`config.mk`:
```
export PLATFORM = sky130hd
export DESIGN_NAME = output_divider_phase_route_cfg
export DESIGN_NICKNAME = d
export VERILOG_FILES = /design/src/hw/outdiv_pkg.sv /design/src/hw/output_divider_phase_route_cfg.sv
export SDC_FILE = /design/constraint.sdc
export NUM_CORES = 1
export LEC_CHECK = 0
export ABC_AREA = 1
export BUFFER_PORTS_ARGS = -buffer_cell sky130_fd_sc_hd__buf_4
export CORE_ASPECT_RATIO = 2
export CORE_MARGIN = 2
export CORE_UTILIZATION = 43
export DETAILED_ROUTE_END_ITERATION = 10
export GPL_TIMING_DRIVEN = 1
export PLACE_DENSITY = 0.81
export SYNTH_ARGS = -nofsm -noshare
export SYNTH_HDL_FRONTEND = slang
export SYNTH_SLANG_ARGS = --single-unit
```
`constraint.sdc`:
```
create_clock -name clk_sys -period 1.5 [get_ports clk_sys]
set_clock_uncertainty 0.15 [all_clocks]
set_input_delay 0.225 -clock clk_sys [delete_from_list [all_inputs] [get_ports clk_sys]]
set_output_delay 0.225 -clock clk_sys [all_outputs]
set_load 0.05 [all_outputs]
```
`src/hw/outdiv_pkg.sv`:
```
// Package for the first output-pair divider configuration block.
// Assumes an APB slave at 32-bit data with register index times four as byte address.
package outdiv_pkg;

  // ==========================================================================
  // Register indices (byte address is index times four)
  localparam int          ADDR_W      = 12;
  localparam logic [9:0]  IDX_PHASE   = 10'h191;
  localparam logic [9:0]  IDX_ROUTE   = 10'h192;
  localparam logic [9:0]  IDX_STATUS  = 10'h193;
  localparam logic [9:0]  IDX_SRCSEL  = 10'h1e1;

  // ==========================================================================
  // Field positions, phase and level register
  localparam int          BIT_BYPASS  = 7;
  localparam int          BIT_NOSYNC  = 6;
  localparam int          BIT_FORCE   = 5;
  localparam int          BIT_START   = 4;
  localparam int          PHASE_MSB   = 3;
  localparam int          PHASE_LSB   = 0;

  // Field positions, route and duty register
  localparam int          BIT_DIRECT  = 1;
  localparam int          BIT_DUTY_CORRECTION_DISABLE  = 0;

  // Field positions, status register
  localparam int          ST_DIVOUT   = 0;
  localparam int          ST_HOLD     = 1;
  localparam int          ST_DIRECT   = 2;
  localparam int          ST_CNT_LSB  = 4;

  // ==========================================================================
  // Distribution source-select codes, field [1:0]
  localparam logic [1:0]  SRC_EXT     = 2'h0;
  localparam logic [1:0]  SRC_NONE    = 2'h1;
  localparam logic [1:0]  SRC_OSC     = 2'h2;

  // ==========================================================================
  // Reset values
  localparam logic [7:0]  PHASE_RST   = 8'h00;
  localparam logic [7:0]  ROUTE_RST   = 8'h00;
  localparam logic [7:0]  SRCSEL_RST  = 8'h00;

  typedef enum logic [1:0] {DIV_HOLD, DIV_DELAY, DIV_RUN} div_state_t;

endpackage : outdiv_pkg

```
`src/hw/output_divider_phase_route_cfg.sv`:
```
// First output-pair divider with its configuration registers on APB.
// Assumes oscillator, external clock and sync arrive as pins slower than clk_sys/4.
//
// Added by the designer: the APB slave port.
`timescale 1ns/100ps
`default_nettype none

// Overview of operation
// - Divider output starts low when start-level bit is 0, high when 1.
// - Four-bit phase offset field delays the divider; it resets to zero.
// - In forced mode with force-high set, bypass clear and no direct route active, output holds constant high.
// - With direct-route, bypass and sync-ignore bits all clear, both outputs follow the divider.
// - Direct route with source select 10b sends oscillator straight to outputs.
// - Direct route with source select 00b sends external clock to outputs.
// - Source select 01b makes direct-route bit ineffective; the divider path (divider, bypass or force level) feeds outputs.
// - Duty correction on when disable bit is 0, off when it is 1.
// - Force-high bit is ignored while the divider bypass bit is set.
module output_divider_phase_route_cfg
  import outdiv_pkg::*;
(
  input  wire logic              clk_sys,
  input  wire logic              rst_n,
  input  wire logic              psel,
  input  wire logic              penable,
  input  wire logic              pwrite,
  input  wire logic [ADDR_W-1:0] paddr,
  input  wire logic [31:0]       pwdata,
  input  wire logic [3:0]        pstrb,
  output var  logic [31:0]       prdata,
  output logic                   pready,
  output logic                   pslverr,
  input  wire logic              internalOscillator,
  input  wire logic              extClockIn,
  input  wire logic              syncIn,
  output var  logic              firstOutput,
  output var  logic              secondOutput,
  output logic                   dutyCorrectEn
);

  // ==========================================================================
  // Pin synchronisers: bit 0 oscillator, bit 1 external clock, bit 2 sync
  logic [2:0] pinMeta;
  logic [2:0] pinSync;
  logic [2:0] pinPrev;

  always_ff @(posedge clk_sys or negedge rst_n) begin
    if (!rst_n) begin
      pinMeta <= 3'h0;
      pinSync <= 3'h0;
      pinPrev <= 3'h0;
    end else begin
      pinMeta <= {syncIn, extClockIn, internalOscillator};
      pinSync <= pinMeta;
      pinPrev <= pinSync;
    end
  end

  // ==========================================================================
  // APB register file
  logic [7:0]  phaseReg;
  logic [7:0]  routeReg;
  logic [7:0]  srcSelReg;
  logic [7:0]  next_phaseReg;
  logic [7:0]  next_routeReg;
  logic [7:0]  next_srcSelReg;
  logic [31:0] next_prdata;
  logic [7:0]  statusVal;
  logic        addrHit;
  logic        doWrite;
  logic        setupPhase;
  logic [9:0]  regIdx;

  assign regIdx     = paddr[ADDR_W-1:2];
  assign setupPhase = psel & ~penable;
  assign doWrite    = psel & penable & pwrite & addrHit & pstrb[0];

  always_comb begin
    addrHit = (paddr[1:0] == 2'h0) &&
              ((regIdx == IDX_PHASE) || (regIdx == IDX_ROUTE) ||
               (regIdx == IDX_STATUS) || (regIdx == IDX_SRCSEL));
  end

  // Zero wait states; read data is loaded in setup so it comes from a flop
  assign pready  = 1'b1;
  assign pslverr = psel & penable & ~addrHit;

  always_comb begin
    next_phaseReg  = phaseReg;
    next_routeReg  = routeReg;
    next_srcSelReg = srcSelReg;
    next_prdata    = prdata;
    if (doWrite) begin
      case (regIdx)
        IDX_PHASE:  next_phaseReg  = pwdata[7:0];
        IDX_ROUTE:  next_routeReg  = {6'h0, pwdata[1:0]};
        IDX_SRCSEL: next_srcSelReg = {6'h0, pwdata[1:0]};
        default:    next_phaseReg  = phaseReg;
      endcase
    end
    // Misaligned or unmapped reads return zero alongside the error
    if (setupPhase && !addrHit) begin
      next_prdata = 32'h0;
    end else if (setupPhase) begin
      case (regIdx)
        IDX_PHASE:  next_prdata = {24'h0, phaseReg};
        IDX_ROUTE:  next_prdata = {24'h0, routeReg};
        IDX_STATUS: next_prdata = {24'h0, statusVal};
        IDX_SRCSEL: next_prdata = {24'h0, srcSelReg};
        default:    next_prdata = 32'h0;
      endcase
    end
  end

  always_ff @(posedge clk_sys or negedge rst_n) begin
    if (!rst_n) begin
      phaseReg  <= PHASE_RST;
      routeReg  <= ROUTE_RST;
      srcSelReg <= SRCSEL_RST;
      prdata    <= 32'h0;
    end else begin
      phaseReg  <= next_phaseReg;
      routeReg  <= next_routeReg;
      srcSelReg <= next_srcSelReg;
      prdata    <= next_prdata;
    end
  end

  // ==========================================================================
  // Field decode
  logic       bypass;
  logic       noSync;
  logic       forceHigh;
  logic       startHigh;
  logic [3:0] phaseOfs;
  logic       direct;
  logic [1:0] srcSel;
  logic       syncActive;
  logic       srcLevel;
  logic       srcEdge;

  assign bypass     = phaseReg[BIT_BYPASS];
  assign noSync     = phaseReg[BIT_NOSYNC];
  assign forceHigh  = phaseReg[BIT_FORCE];
  assign startHigh  = phaseReg[BIT_START];
  assign phaseOfs   = phaseReg[PHASE_MSB:PHASE_LSB];
  assign direct     = routeReg[BIT_DIRECT];
  assign srcSel     = srcSelReg[1:0];
  assign syncActive = pinSync[2] & ~noSync;

  // Divider runs from the external clock only when 00b selects it
  assign srcLevel = (srcSel == SRC_EXT) ? pinSync[1] : pinSync[0];
  assign srcEdge  = (srcSel == SRC_EXT) ? (pinSync[1] & ~pinPrev[1])
                                        : (pinSync[0] & ~pinPrev[0]);

  // Duty correction level goes to the analog output stage
  assign dutyCorrectEn = ~routeReg[BIT_DUTY_CORRECTION_DISABLE];

  // ==========================================================================
  // Divider core: hold in sync, count phase edges, then toggle
  div_state_t state;
  div_state_t next_state;
  logic [3:0] phaseCnt;
  logic [3:0] next_phaseCnt;
  logic       divOut;
  logic       next_divOut;

  always_comb begin
    next_state    = state;
    next_phaseCnt = phaseCnt;
    next_divOut   = divOut;
    case (state)
      DIV_HOLD: begin
        next_divOut   = startHigh;
        next_phaseCnt = phaseOfs;
        if (!syncActive) begin
          next_state = DIV_DELAY;
        end
      end
      DIV_DELAY: begin
        if (srcEdge) begin
          if (phaseCnt == 4'h0) begin
            next_divOut = ~divOut;
            next_state  = DIV_RUN;
          end else begin
            next_phaseCnt = phaseCnt - 4'h1;
          end
        end
      end
      DIV_RUN: begin
        // Toggling on source edges gives 50 % duty by construction
        if (srcEdge) begin
          next_divOut = ~divOut;
        end
      end
      default: begin
        next_state = DIV_HOLD;
      end
    endcase
    if (syncActive) begin
      next_state = DIV_HOLD;
    end
  end

  always_ff @(posedge clk_sys or negedge rst_n) begin
    if (!rst_n) begin
      state    <= DIV_HOLD;
      phaseCnt <= 4'h0;
      divOut   <= 1'b0;
    end else begin
      state    <= next_state;
      phaseCnt <= next_phaseCnt;
      divOut   <= next_divOut;
    end
  end

  // ==========================================================================
  // Output routing
  logic divPath;
  logic directOsc;
  logic directExt;
  logic next_out;

  assign directOsc = direct & (srcSel == SRC_OSC);
  assign directExt = direct & (srcSel == SRC_EXT);

  always_comb begin
    // Forcing needs the sync ignore bit, and bypass overrides forcing
    if (bypass) begin
      divPath = srcLevel;
    end else if (noSync) begin
      divPath = forceHigh;
    end else begin
      divPath = divOut;
    end
    if (directOsc) begin
      next_out = pinSync[0];
    end else if (directExt) begin
      next_out = pinSync[1];
    end else begin
      next_out = divPath;
    end
  end

  always_ff @(posedge clk_sys or negedge rst_n) begin
    if (!rst_n) begin
      firstOutput  <= 1'b0;
      secondOutput <= 1'b0;
    end else begin
      firstOutput  <= next_out;
      secondOutput <= next_out;
    end
  end

  always_comb begin
    statusVal             = 8'h0;
    statusVal[ST_DIVOUT]  = divOut;
    statusVal[ST_HOLD]    = (state == DIV_HOLD);
    statusVal[ST_DIRECT]  = directOsc | directExt;
    statusVal[ST_CNT_LSB+3:ST_CNT_LSB] = phaseCnt;
  end
endmodule : output_divider_phase_route_cfg

`default_nettype wire

```
==> impl_metrics.py, run 1 <==
metrics = {
    "detailed_routing": {
        "firstDrtPassIters": 4,
        "avgViaCountPerCell": 4.73,
        "num_vias": 1875,
        "wire_per_inst_um": 11.6,
        "route.detailed.drc": 0,
        "route.antenna.remaining_nets": 0,
        "drtIter0Drc": 57,
        "wirelength_um": 4590,
    },
    "worst_setup_path": {
        "crit_slowest_cell": "dfrtp_1",
        "crit_path_max_fanout": 8,
        "path_cells": "inv_2 > ha_2 > inv_2 > a21oi_4 > o21ai_2 > nand2_2 > o211ai_1 > o21ai_1",
        "startpoint_type": "flop",
        "cp-end-kind": "flop",
        "crit_arrival_ns": 1.53,
        "critPathKind": "flop to flop",
        "required_ns": 1.57,
        "cp_common_cell": "inv_2",
        "max_stage_delay_ns": 0.40,
    },
    "sta": {
        "rsz0062_at_grt": "yes",
        "whs_ns": 0.00934,
        "maxSlewViolCount": 0,
        "max_freq_mhz": 688,
        "post-route-period-util_pct": 96.9,
        "layout_setup_ws_ns": 0.0461,
        "period_minus_slack_ns": 1.45,
        "finalHoldViolations": 0,
        "finalSetupViolCount": 0,
    },
    "synthesis": {
        "post-synth-top-area-cell": "dfrtp_1",
        "yosys.cell_types.count": 24,
        "ys_warn_count": 0,
        "ys_ff_latch": 36,
        "synth_area_leaders": "dfrtp_1, nand2_1, buf_4",
        "synthCells": 268,
        "synth_top_area_share_pct": 43.0,
        "seq_area_frac_synth_pct": 43.0,
        "syn_area_mm2": 0.00209,
        "syn_avg_cell_area_um2": 7.82,
    },
    "global_routing": {
        "grt_max_degree": 37,
        "grt_pass1_wl_um": 7440,
        "grt_usage_pct": 18.0,
        "antenna_found_initial": 0,
        "overflow": 0,
        "grt_pass1_vias": 1825,
    },
    "floorplanning": {
        "top_level_ports": 93,
        "num_rows": 36,
        "coreArea_mm2": 0.00477,
        "die_x_um": 53.4,
        "dieArea_mm2": 0.00548,
        "start_util_pct": 43.9,
        "die_h_um": 103,
    },
    "job": {
        "drv_cap": 0,
    },
    "clocking": {
        "path_clk_slew_ns": 0.08,
        "cts-root-buf": "clkbuf_8",
        "clk_latency_ns": 0.29,
        "clockBufferDepth": 2,
        "htree_levels": 2,
        "tritoncts": "yes",
        "clock_sinks": 36,
        "cts_buffers": 5,
    },
    "placement": {
        "io_buffers": 40,
        "hpwl_um": 3390,
        "place.gp.congestion": 0.920,
        "place_ws_ns": -0.0576,
    },
    "cells_and_area": {
        "area_growth_pct": 34.3,
        "drive_gt1_share_pct": 33.0,
        "fin_nets": 399,
        "antenna_cells": 0,
    },
    "worst_hold_path": {
        "hold_path_class": "input port to flop",
    },
    "run_status": {
        "outcome": "complete, no violations",
    },
    "power_and_ir_drop": {
        "p_leak_nw": 1.50,
        "power.density_mw_per_mm2": 1260,
        "peakVddDrop_uv": 911,
    },
}
[power by group]
group | total, mW | switching [mW] | internal (mW)
sequential | 1.12 | 0.0624 | 1.06
clock | 1.18 | 0.345 | 0.831
combinational | 1.23 | 0.777 | 0.457
total | 3.54 | 1.18 | 2.35
[critical path, delay by kind of cell (launching register included)]
kind	cells	cell delay [ns]
buf+inv	2	0.11
fa+ha+maj	1	0.18
simple gates	1	0.14
compound gates	4	0.41
flops	1	0.40
[routing by layer]
| layer | up-vias | global-route usage, % | part of all wire (%) |
|---|---|---|---|
| li1 | 923 | - | - |
| met1 | 893 | 18.7 | 37 |
| met2 | 47 | 34.3 | 57 |
| met3 | 12 | 2.75 | 3.5 |
| met4 | 0 | 7.10 | 2.2 |
| met5 | - | 0 | 0 |
[cell families after synthesis]
group | count (synthesis) | share of synthesized area [%]
other | 2 | 0.359
adders and majority gates | 5 | 2.99
AOI/OAI and AO/OA | 30 | 7.65
xor gates and xnor gates | 1 | 0.418
and+or+nand+nor | 136 | 30.3
DFF | 36 | 43.0
buffers and inverters | 58 | 15.2
[cell type report]
cell class | instances | area [um2]
multi-input combinational | 197 | 1040
timing repair buffer | 67 | 528
inverter | 31 | 116
tap | 57 | 71.3
fill | 426 | 1960
sequential | 36 | 902
clock buffer | 5 | 68.8
clock inverter | 3 | 90.1
[cells in the mapped netlist, drive strengths merged]
master / number
conb: 2
nor2: 23
dfrtp: 36
o22ai: 2
ha: 5
nor3: 1
buf: 27
inv: 31
nand2: 98
nand3: 11
xor2: 1
a21oi: 4
o211ai: 3
nand4: 3
o21ai: 21
[through the flow]
| stage | area, um2 | TNS, ns | std cells | power (mW) | util [%] |
|---|---|---|---|---|---|
| final | 2810 | 0 | 396 | 3.54 | 58.9 |
| after global routing | 2810 | -0.259 | 396 | 3.73 | 58.9 |
| after CTS | 2740 | 0 | 393 | 3.46 | 57.4 |
| after detailed placement | 2440 | -0.190 | 372 | 2.17 | 51.2 |
| after global placement | 2440 | -0.0371 | 372 | 2.12 | 51.2 |
| after floorplan | 2190 | -0.0147 | 291 | 1.91 | - |
[flip-flops by register name, indices dropped and copies added (netlist names)]
name	flops
state	2
secondOutput	1
prdata	8
pinSync	3
srcSelReg	2
pinMeta	3
routeReg	2
phaseReg	8
pinPrev	2
divOut	1
phaseCnt	4
[cell usage in the layout, fill, tap and decap left out, drive strengths merged]
| master | synthesis | routed |
|---|---|---|
| dfrtp | 36 | 36 |
| nand4 | 3 | 3 |
| clkbuf | 0 | 5 |
| nor2 | 23 | 23 |
| a21oi | 4 | 4 |
| o21ai | 21 | 21 |
| conb | 2 | 25 |
| xor2 | 1 | 1 |
| nor3 | 1 | 1 |
| o22ai | 2 | 2 |
| nand3 | 11 | 11 |
| ha | 5 | 5 |
| bufinv | 0 | 3 |
| buf | 27 | 57 |
| inv | 31 | 31 |
| nand2 | 98 | 98 |
| dlygate4sd3 | 0 | 10 |
| o211ai | 3 | 3 |
[repair_timing]
action,4_1_cts,5_1_grt
hold buffers,10,0
hold endpoints to repair,45,0
resized for setup,8,20
setup endpoints to repair,6,8
setup buffers,3,3
pin swaps,4,11
[final timing paths]
path                       slack, ns        from      endpoint  cells past startpoint
max                             0.05    state[1]   phaseCnt[3]                      8
min reg2reg                     0.20  pinMeta[1]    pinSync[1]                      0
max in group asynchronous       0.58       rst_n  srcSelReg[1]                      2
max reg2reg                     0.05    state[1]   phaseCnt[3]                      8
min                            0.009   pwdata[0]  srcSelReg[0]                      3
min in group asynchronous       0.28       rst_n     prdata[5]                      2
No activity file was read; power rests on OpenSTA's default activity.
==> inputs of run 2 (changes only) <==
--- a/config.mk
+++ b/config.mk
@@ -12,7 +12,7 @@
 export CORE_UTILIZATION = 43
 export DETAILED_ROUTE_END_ITERATION = 10
 export GPL_TIMING_DRIVEN = 1
-export PLACE_DENSITY = 0.81
+export PLACE_DENSITY = 0.84
 export SYNTH_ARGS = -nofsm -noshare
 export SYNTH_HDL_FRONTEND = slang
 export SYNTH_SLANG_ARGS = --single-unit
==> impl_metrics.py, run 2 (synthesis gave the netlist of run 1 again) <==
metrics = {
    "sta": {
        "rsz0062_at_grt": "yes",
        "maxSlewViolCount": 0,
        "finalSetupViolCount": 0,
        "max_freq_mhz": 674,
        "layout_setup_ws_ns": 0.0167,
        "post-route-period-util_pct": 98.9,
        "fin_tns_setup_ns": 0,
        "period_minus_slack_ns": 1.48,
        "whs_ns": 0.116,
        "finalHoldViolations": 0,
    },
    "worst_setup_path": {
        "crit_slowest_cell": "dfrtp_1",
        "path_cells": "inv_2 > ha_4 > nand2_2 > inv_2 > a21oi_4 > o21ai_2 > nand2_2 > o211ai_1 > o21ai_1",
        "required_ns": 1.58,
        "crit_buf_inv": 2,
        "critPathKind": "flop to flop",
        "path_depth": 9,
        "startpoint_type": "flop",
        "crit_arrival_ns": 1.57,
        "max_stage_delay_ns": 0.38,
        "cp-end-kind": "flop",
        "cp_top_family": "compound AO/OA/AOI/OAI gates",
        "rr_worst_depth": 9,
        "crit_path_max_fanout": 8,
    },
    "detailed_routing": {
        "drtIter0Drc": 57,
        "route.detailed.drc": 0,
        "route.antenna.remaining_nets": 0,
        "num_vias": 1866,
        "avgViaCountPerCell": 4.71,
        "wire_per_inst_um": 11.7,
        "wirelength_um": 4630,
        "firstDrtPassIters": 4,
    },
    "cells_and_area": {
        "fin_nets": 399,
        "fin_util_pct": 57.8,
        "antenna_cells": 0,
        "reg_top3": "phaseReg (8), prdata (8), phaseCnt (4)",
        "final_common_cell": "nand2_1",
        "final_cell_mix": "nand2_1, buf_4, dfrtp_1",
        "final.fill_count": 408,
        "area_growth_pct": 31.8,
        "drive_gt1_share_pct": 31.3,
    },
    "global_routing": {
        "overflow": 0,
        "grt_pass1_vias": 1833,
        "antenna_found_initial": 0,
        "grt_pass1_wl_um": 7830,
        "grt_usage_pct": 19.2,
        "grt_max_degree": 37,
    },
    "worst_hold_path": {
        "min_path_cells": 4,
        "hold_path_class": "input port to flop",
    },
    "placement": {
        "hpwl_um": 3370,
        "io_buffers": 40,
        "place_ws_ns": -0.0824,
        "place.gp.congestion": 0.893,
    },
    "clocking": {
        "clk_latency_ns": 0.30,
        "clock_sinks": 36,
        "cts-root-buf": "clkbuf_8",
        "clockBufferDepth": 2,
        "tritoncts": "yes",
        "path_clk_slew_ns": 0.08,
        "cts_buffers": 5,
        "htree_levels": 2,
    },
    "floorplanning": {
        "start_util_pct": 43.9,
        "die_x_um": 53.4,
        "top_level_ports": 93,
        "num_rows": 36,
        "dieArea_mm2": 0.00548,
        "die_h_um": 103,
        "coreArea_mm2": 0.00477,
    },
    "power_and_ir_drop": {
        "p_int_mw": 1.99,
        "p_clk_share_pct": 27.0,
        "combPwrFrac_pct": 37.6,
        "peakVddDrop_uv": 902,
        "p_switching_mw": 1.19,
        "swShare_pct": 37.5,
        "seqPwrFrac_pct": 35.3,
        "p_leak_nw": 1.48,
        "power.density_mw_per_mm2": 1150,
        "power_mw": 3.18,
    },
    "job": {
        "drv_cap": 0,
    },
    "run_status": {
        "outcome": "complete, no violations",
    },
}
run 2: changes by cell type in the layout (fill, tap and decap cells not counted), moves of 2 or more:
cell and change:
buf_4 -2, bufinv_16 -2, dlygate4sd3_1 +2, inv_1 +2
inv_2 -2
run 2: path summary, 6_finish.rpt:
| kind | start | endpoint | slack (ns) |
|---|---|---|---|
| max | phaseCnt[0] | phaseCnt[1] | 0.02 |
| min | penable | prdata[1] | 0.12 |
| max reg2reg | phaseCnt[0] | phaseCnt[1] | 0.02 |
| min reg2reg | pinMeta[2] | pinSync[2] | 0.21 |
| max in group asynchronous | rst_n | pinSync[0] | 0.64 |
| min in group asynchronous | rst_n | phaseCnt[3] | 0.25 |
run 2: per-stage QoR:
step           cells  cell area (um2)
2_1_floorplan    291             2190
4_1_cts          392             2690
5_1_grt          396             2760
3_5_place_dp     370             2430
3_3_place_gp     370             2430
6_report         396             2760
run 2: worst register-to-register path: cells and delay by family (launching register included):
family                     cells  cell delay (ns)
DFF                            1             0.38
adders and majority gates      1             0.15
and+or+nand+nor                2             0.20
buffers and inverters          2             0.11
AOI/OAI and AO/OA              4             0.43
run 2: repair_timing:
item                                   in CTS  in global routing
gates cloned                                0                  0
hold buffers                               12                  0
setup endpoints to repair                   4                  8
resized for setup                           7                 15
pin swaps                                   4                  8
setup buffers                               2                  4
endpoints found under the hold margin      50                  0
run 2: area by class of cell:
class                           instances  area, um2  area share, %
Multi-Input combinational cell        197       1030           37.2
Sequential cell                        36        901           32.6
Timing Repair Buffer                   67        533           19.3
Inverter                               31        116           4.21
Tap cell                               57       71.3           2.58
Clock buffer                            5       68.8           2.49
Clock inverter                          3       42.5           1.54
run 2: power by group through the flow:
stage,Clock [mW],Combinational (mW),Sequential [mW]
6_report,0.860,1.20,1.12
3_5_place_dp,0,1.00,1.14
2_1_floorplan,0,0.750,1.16
4_1_cts,0.855,1.11,1.12
3_3_place_gp,0,0.964,1.14
5_1_grt,0.902,1.34,1.13
run 2: metal layers:
metal,share of wire (%),global-route usage [%],routed length (um)
met1,38,21.4,1760
met2,56,33.8,2580
met3,3.9,5.07,180
met4,2.4,7.30,113
met5,0,0,0
==> inputs of run 3 (changes only) <==
--- a/config.mk
+++ b/config.mk
@@ -5,14 +5,13 @@
 export SDC_FILE = /design/constraint.sdc
 export NUM_CORES = 1
 export LEC_CHECK = 0
-export ABC_AREA = 1
 export BUFFER_PORTS_ARGS = -buffer_cell sky130_fd_sc_hd__buf_4
 export CORE_ASPECT_RATIO = 2
 export CORE_MARGIN = 2
-export CORE_UTILIZATION = 43
+export CORE_UTILIZATION = 42
 export DETAILED_ROUTE_END_ITERATION = 10
 export GPL_TIMING_DRIVEN = 1
-export PLACE_DENSITY = 0.84
+export PLACE_DENSITY = 0.83
 export SYNTH_ARGS = -nofsm -noshare
 export SYNTH_HDL_FRONTEND = slang
 export SYNTH_SLANG_ARGS = --single-unit
==> impl_metrics.py, run 3 <==
metrics = {
    "run_status": {
        "outcome": "complete, but fails checks",
        "violations": "setup timing",
    },
    "worst_setup_path": {
        "cp_common_cell": "o21ai_4",
        "startpoint_type": "flop",
        "r2r_setup_slack_ns": -0.38,
        "required_ns": 1.59,
        "crit_arrival_ns": 1.98,
        "cp-end-kind": "flop",
        "path_cells": "or4b_4 > o21ai_4 > o21ai_4 > a2111oi_4 > a211o_1",
        "critPathKind": "flop to flop",
        "max_stage_delay_ns": 0.54,
        "crit_slowest_cell": "or4b_4",
        "crit_path_max_fanout": 4,
        "crit_buf_inv": 0,
        "cp_top_family": "compound AO/OA/AOI/OAI gates",
    },
    "cells_and_area": {
        "final.fill_count": 373,
        "area_growth_pct": 42.2,
        "final_cell_mix": "buf_4, dfrtp_1, conb_1",
        "fin_nets": 336,
        "fin_area_mm2": 0.00284,
        "final_common_cell": "buf_4",
        "fin_cells": 331,
        "reg_top3": "phaseReg (8), prdata (8), phaseCnt (4)",
        "drive_gt1_share_pct": 44.6,
        "antenna_cells": 0,
    },
    "synthesis": {
        "synth_compound_area_share_pct": 13.2,
        "yosysMostFrequentCell": "dfrtp_1",
        "synthFlopType": "dfrtp_1",
        "synthXorXnorAreaFrac_pct": 0,
        "synth_area_leaders": "dfrtp_1, buf_4, mux2_2",
        "synth_mux_area_share_pct": 11.8,
        "synth_top_family_by_area": "simple AND/OR/NAND/NOR gates",
        "seq_area_frac_synth_pct": 45.1,
        "ys_warn_count": 0,
        "yosys.cell_types.count": 42,
        "ys_top_cells_by_count": "dfrtp_1, buf_4, nand2_1",
        "async_flop_share_pct": 100,
        "synthSimpleGateAreaFrac_pct": 13.6,
        "syn_avg_cell_area_um2": 10.3,
        "syn_area_mm2": 0.00200,
        "ys_ff_latch": 36,
        "synth_fa_ha_area_share_pct": 3.13,
        "synth_top_area_share_pct": 45.1,
        "synth_edf_count": 0,
        "post-synth-top-area-cell": "dfrtp_1",
        "synthCells": 194,
    },
    "sta": {
        "rsz0062_at_grt": "yes",
        "post-route-period-util_pct": 125,
        "period_minus_slack_ns": 1.88,
        "fin_tns_setup_ns": -2.16,
        "finalHoldViolations": 0,
        "max_freq_mhz": 531,
        "layout_setup_ws_ns": -0.382,
        "maxSlewViolCount": 0,
        "finalSetupViolCount": 8,
    },
    "floorplanning": {
        "coreArea_mm2": 0.00460,
        "num_rows": 35,
        "dieArea_mm2": 0.00536,
        "die_h_um": 102,
        "die_x_um": 52.8,
        "top_level_ports": 93,
        "start_util_pct": 43.4,
    },
    "clocking": {
        "path_clk_slew_ns": 0.08,
        "tritoncts": "yes",
        "cts-root-buf": "clkbuf_8",
        "htree_levels": 2,
        "clk_latency_ns": 0.30,
        "cts_buffers": 5,
        "clockBufferDepth": 2,
        "clock_sinks": 36,
    },
    "global_routing": {
        "grt_pass1_vias": 1746,
        "overflow": 0,
        "grt_max_degree": 37,
        "grt_pass1_wl_um": 7850,
        "grt_usage_pct": 20.2,
        "antenna_found_initial": 0,
    },
    "placement": {
        "hpwl_um": 3720,
        "place_ws_ns": -0.383,
        "dp.cells": 314,
        "placed_cell_area_mm2": 0.00251,
        "io_buffers": 40,
        "place.gp.congestion": 0.855,
    },
    "detailed_routing": {
        "route.detailed.drc": 0,
        "dr_wl_met3_um": 166,
        "wire_per_inst_um": 15.1,
        "firstDrtPassIters": 4,
        "wl_met1_um": 1600,
        "avgViaCountPerCell": 5.18,
        "num_vias": 1716,
        "route.antenna.remaining_nets": 0,
        "drtIter0Drc": 19,
        "route.met2.wl_um": 2960,
        "top_layer": "met4",
        "wirelength_um": 5010,
    },
    "job": {
        "drv_cap": 0,
    },
    "power_and_ir_drop": {
        "power.density_mw_per_mm2": 1250,
        "p_switching_mw": 1.28,
        "combPwrFrac_pct": 43.3,
        "p_int_mw": 2.26,
        "swShare_pct": 36.2,
        "seqPwrFrac_pct": 32.4,
        "p_leak_nw": 1.42,
        "peakVddDrop_uv": 1030,
        "p_clk_share_pct": 24.3,
    },
    "worst_hold_path": {
        "hold_path_class": "input port to flop",
    },
}
[run 3: changes by cell type in the layout (fill, tap and decap cells not counted), moves of 6 or more]
cell,change
nand2_1,-79
buf_6,+6
o21ai_0,-6
dlygate4sd3_1,-8
inv_1,-10
mux2_2,+13
nor2_2,-7
inv_2,-9
buf_4,+15
mux2i_1,+8
[run 3: final timing paths]
check                              from          end  cells past startpoint
setup / recovery           srcSelReg[1]       divOut                      5
hold / removal                pwdata[7]  phaseReg[7]                      2
setup reg to reg           srcSelReg[1]       divOut                      5
hold reg to reg              pinMeta[1]   pinSync[1]                      0
max in group asynchronous         rst_n   pinMeta[1]                      2
min in group asynchronous         rst_n    prdata[3]                      2
[run 3: worst reg2reg max path, cell delays in order, from the launching register on]
cell       delay, ns
dfrtp_1         0.40
or4b_4          0.54
o21ai_4         0.14
o21ai_4         0.12
a2111oi_4       0.37
a211o_1         0.13
[run 3: final cells by class]
type	count	area [um2]	share of cell area (%)
clock buffer	5	68.8	2.42
timing repair buffer	81	648	22.8
sequential	36	901	31.7
tap	55	68.8	2.42
multi-input combinational	139	1070	37.5
inverter	12	45.0	1.59
clock inverter	3	42.5	1.50
[run 3: cell families (layout without fill, tap and decap cells)]
group / Yosys count / after routing
adders and majority gates: 5 / 5
buffers and inverters: 42 / 101
other: 2 / 25
DFF: 36 / 36
AOI/OAI and AO/OA: 36 / 36
muxes: 22 / 22
and+or+nand+nor: 51 / 51
[run 3: through the flow]
step	hold WS, ns	total power [mW]	utilization [%]
after floorplan	-0.221	2.02	-
after global placement	0.0516	2.42	54.6
after detailed placement	0.0578	2.46	54.6
after CTS	0.00340	3.45	60.2
after global routing	0.00253	3.73	61.8
final	0.00242	3.54	61.8
[run 3: metal layers]
metal | up-vias | track usage [%]
met1 | 857 | 19.4
met2 | 54 | 37.0
met5 | - | 0
met3 | 18 | 2.65
li1 | 787 | -
met4 | 0 | 14.6
[run 3: power groups by stage]
stage | clock [mW] | sequential [mW] | combinational, mW
after floorplan | 0 | 1.20 | 0.821
after global placement | 0 | 1.16 | 1.26
after detailed placement | 0 | 1.16 | 1.30
after CTS | 0.868 | 1.15 | 1.43
after global routing | 0.902 | 1.15 | 1.68
final | 0.860 | 1.15 | 1.54
[run 3: what timing repair did]
action | CTS | global route
resized for setup | 18 | 14
hold buffers | 4 | 0
hold endpoints to repair | 39 | 0
setup buffers | 5 | 2
pin swaps | 9 | 10
endpoints found under the setup margin | 10 | 15
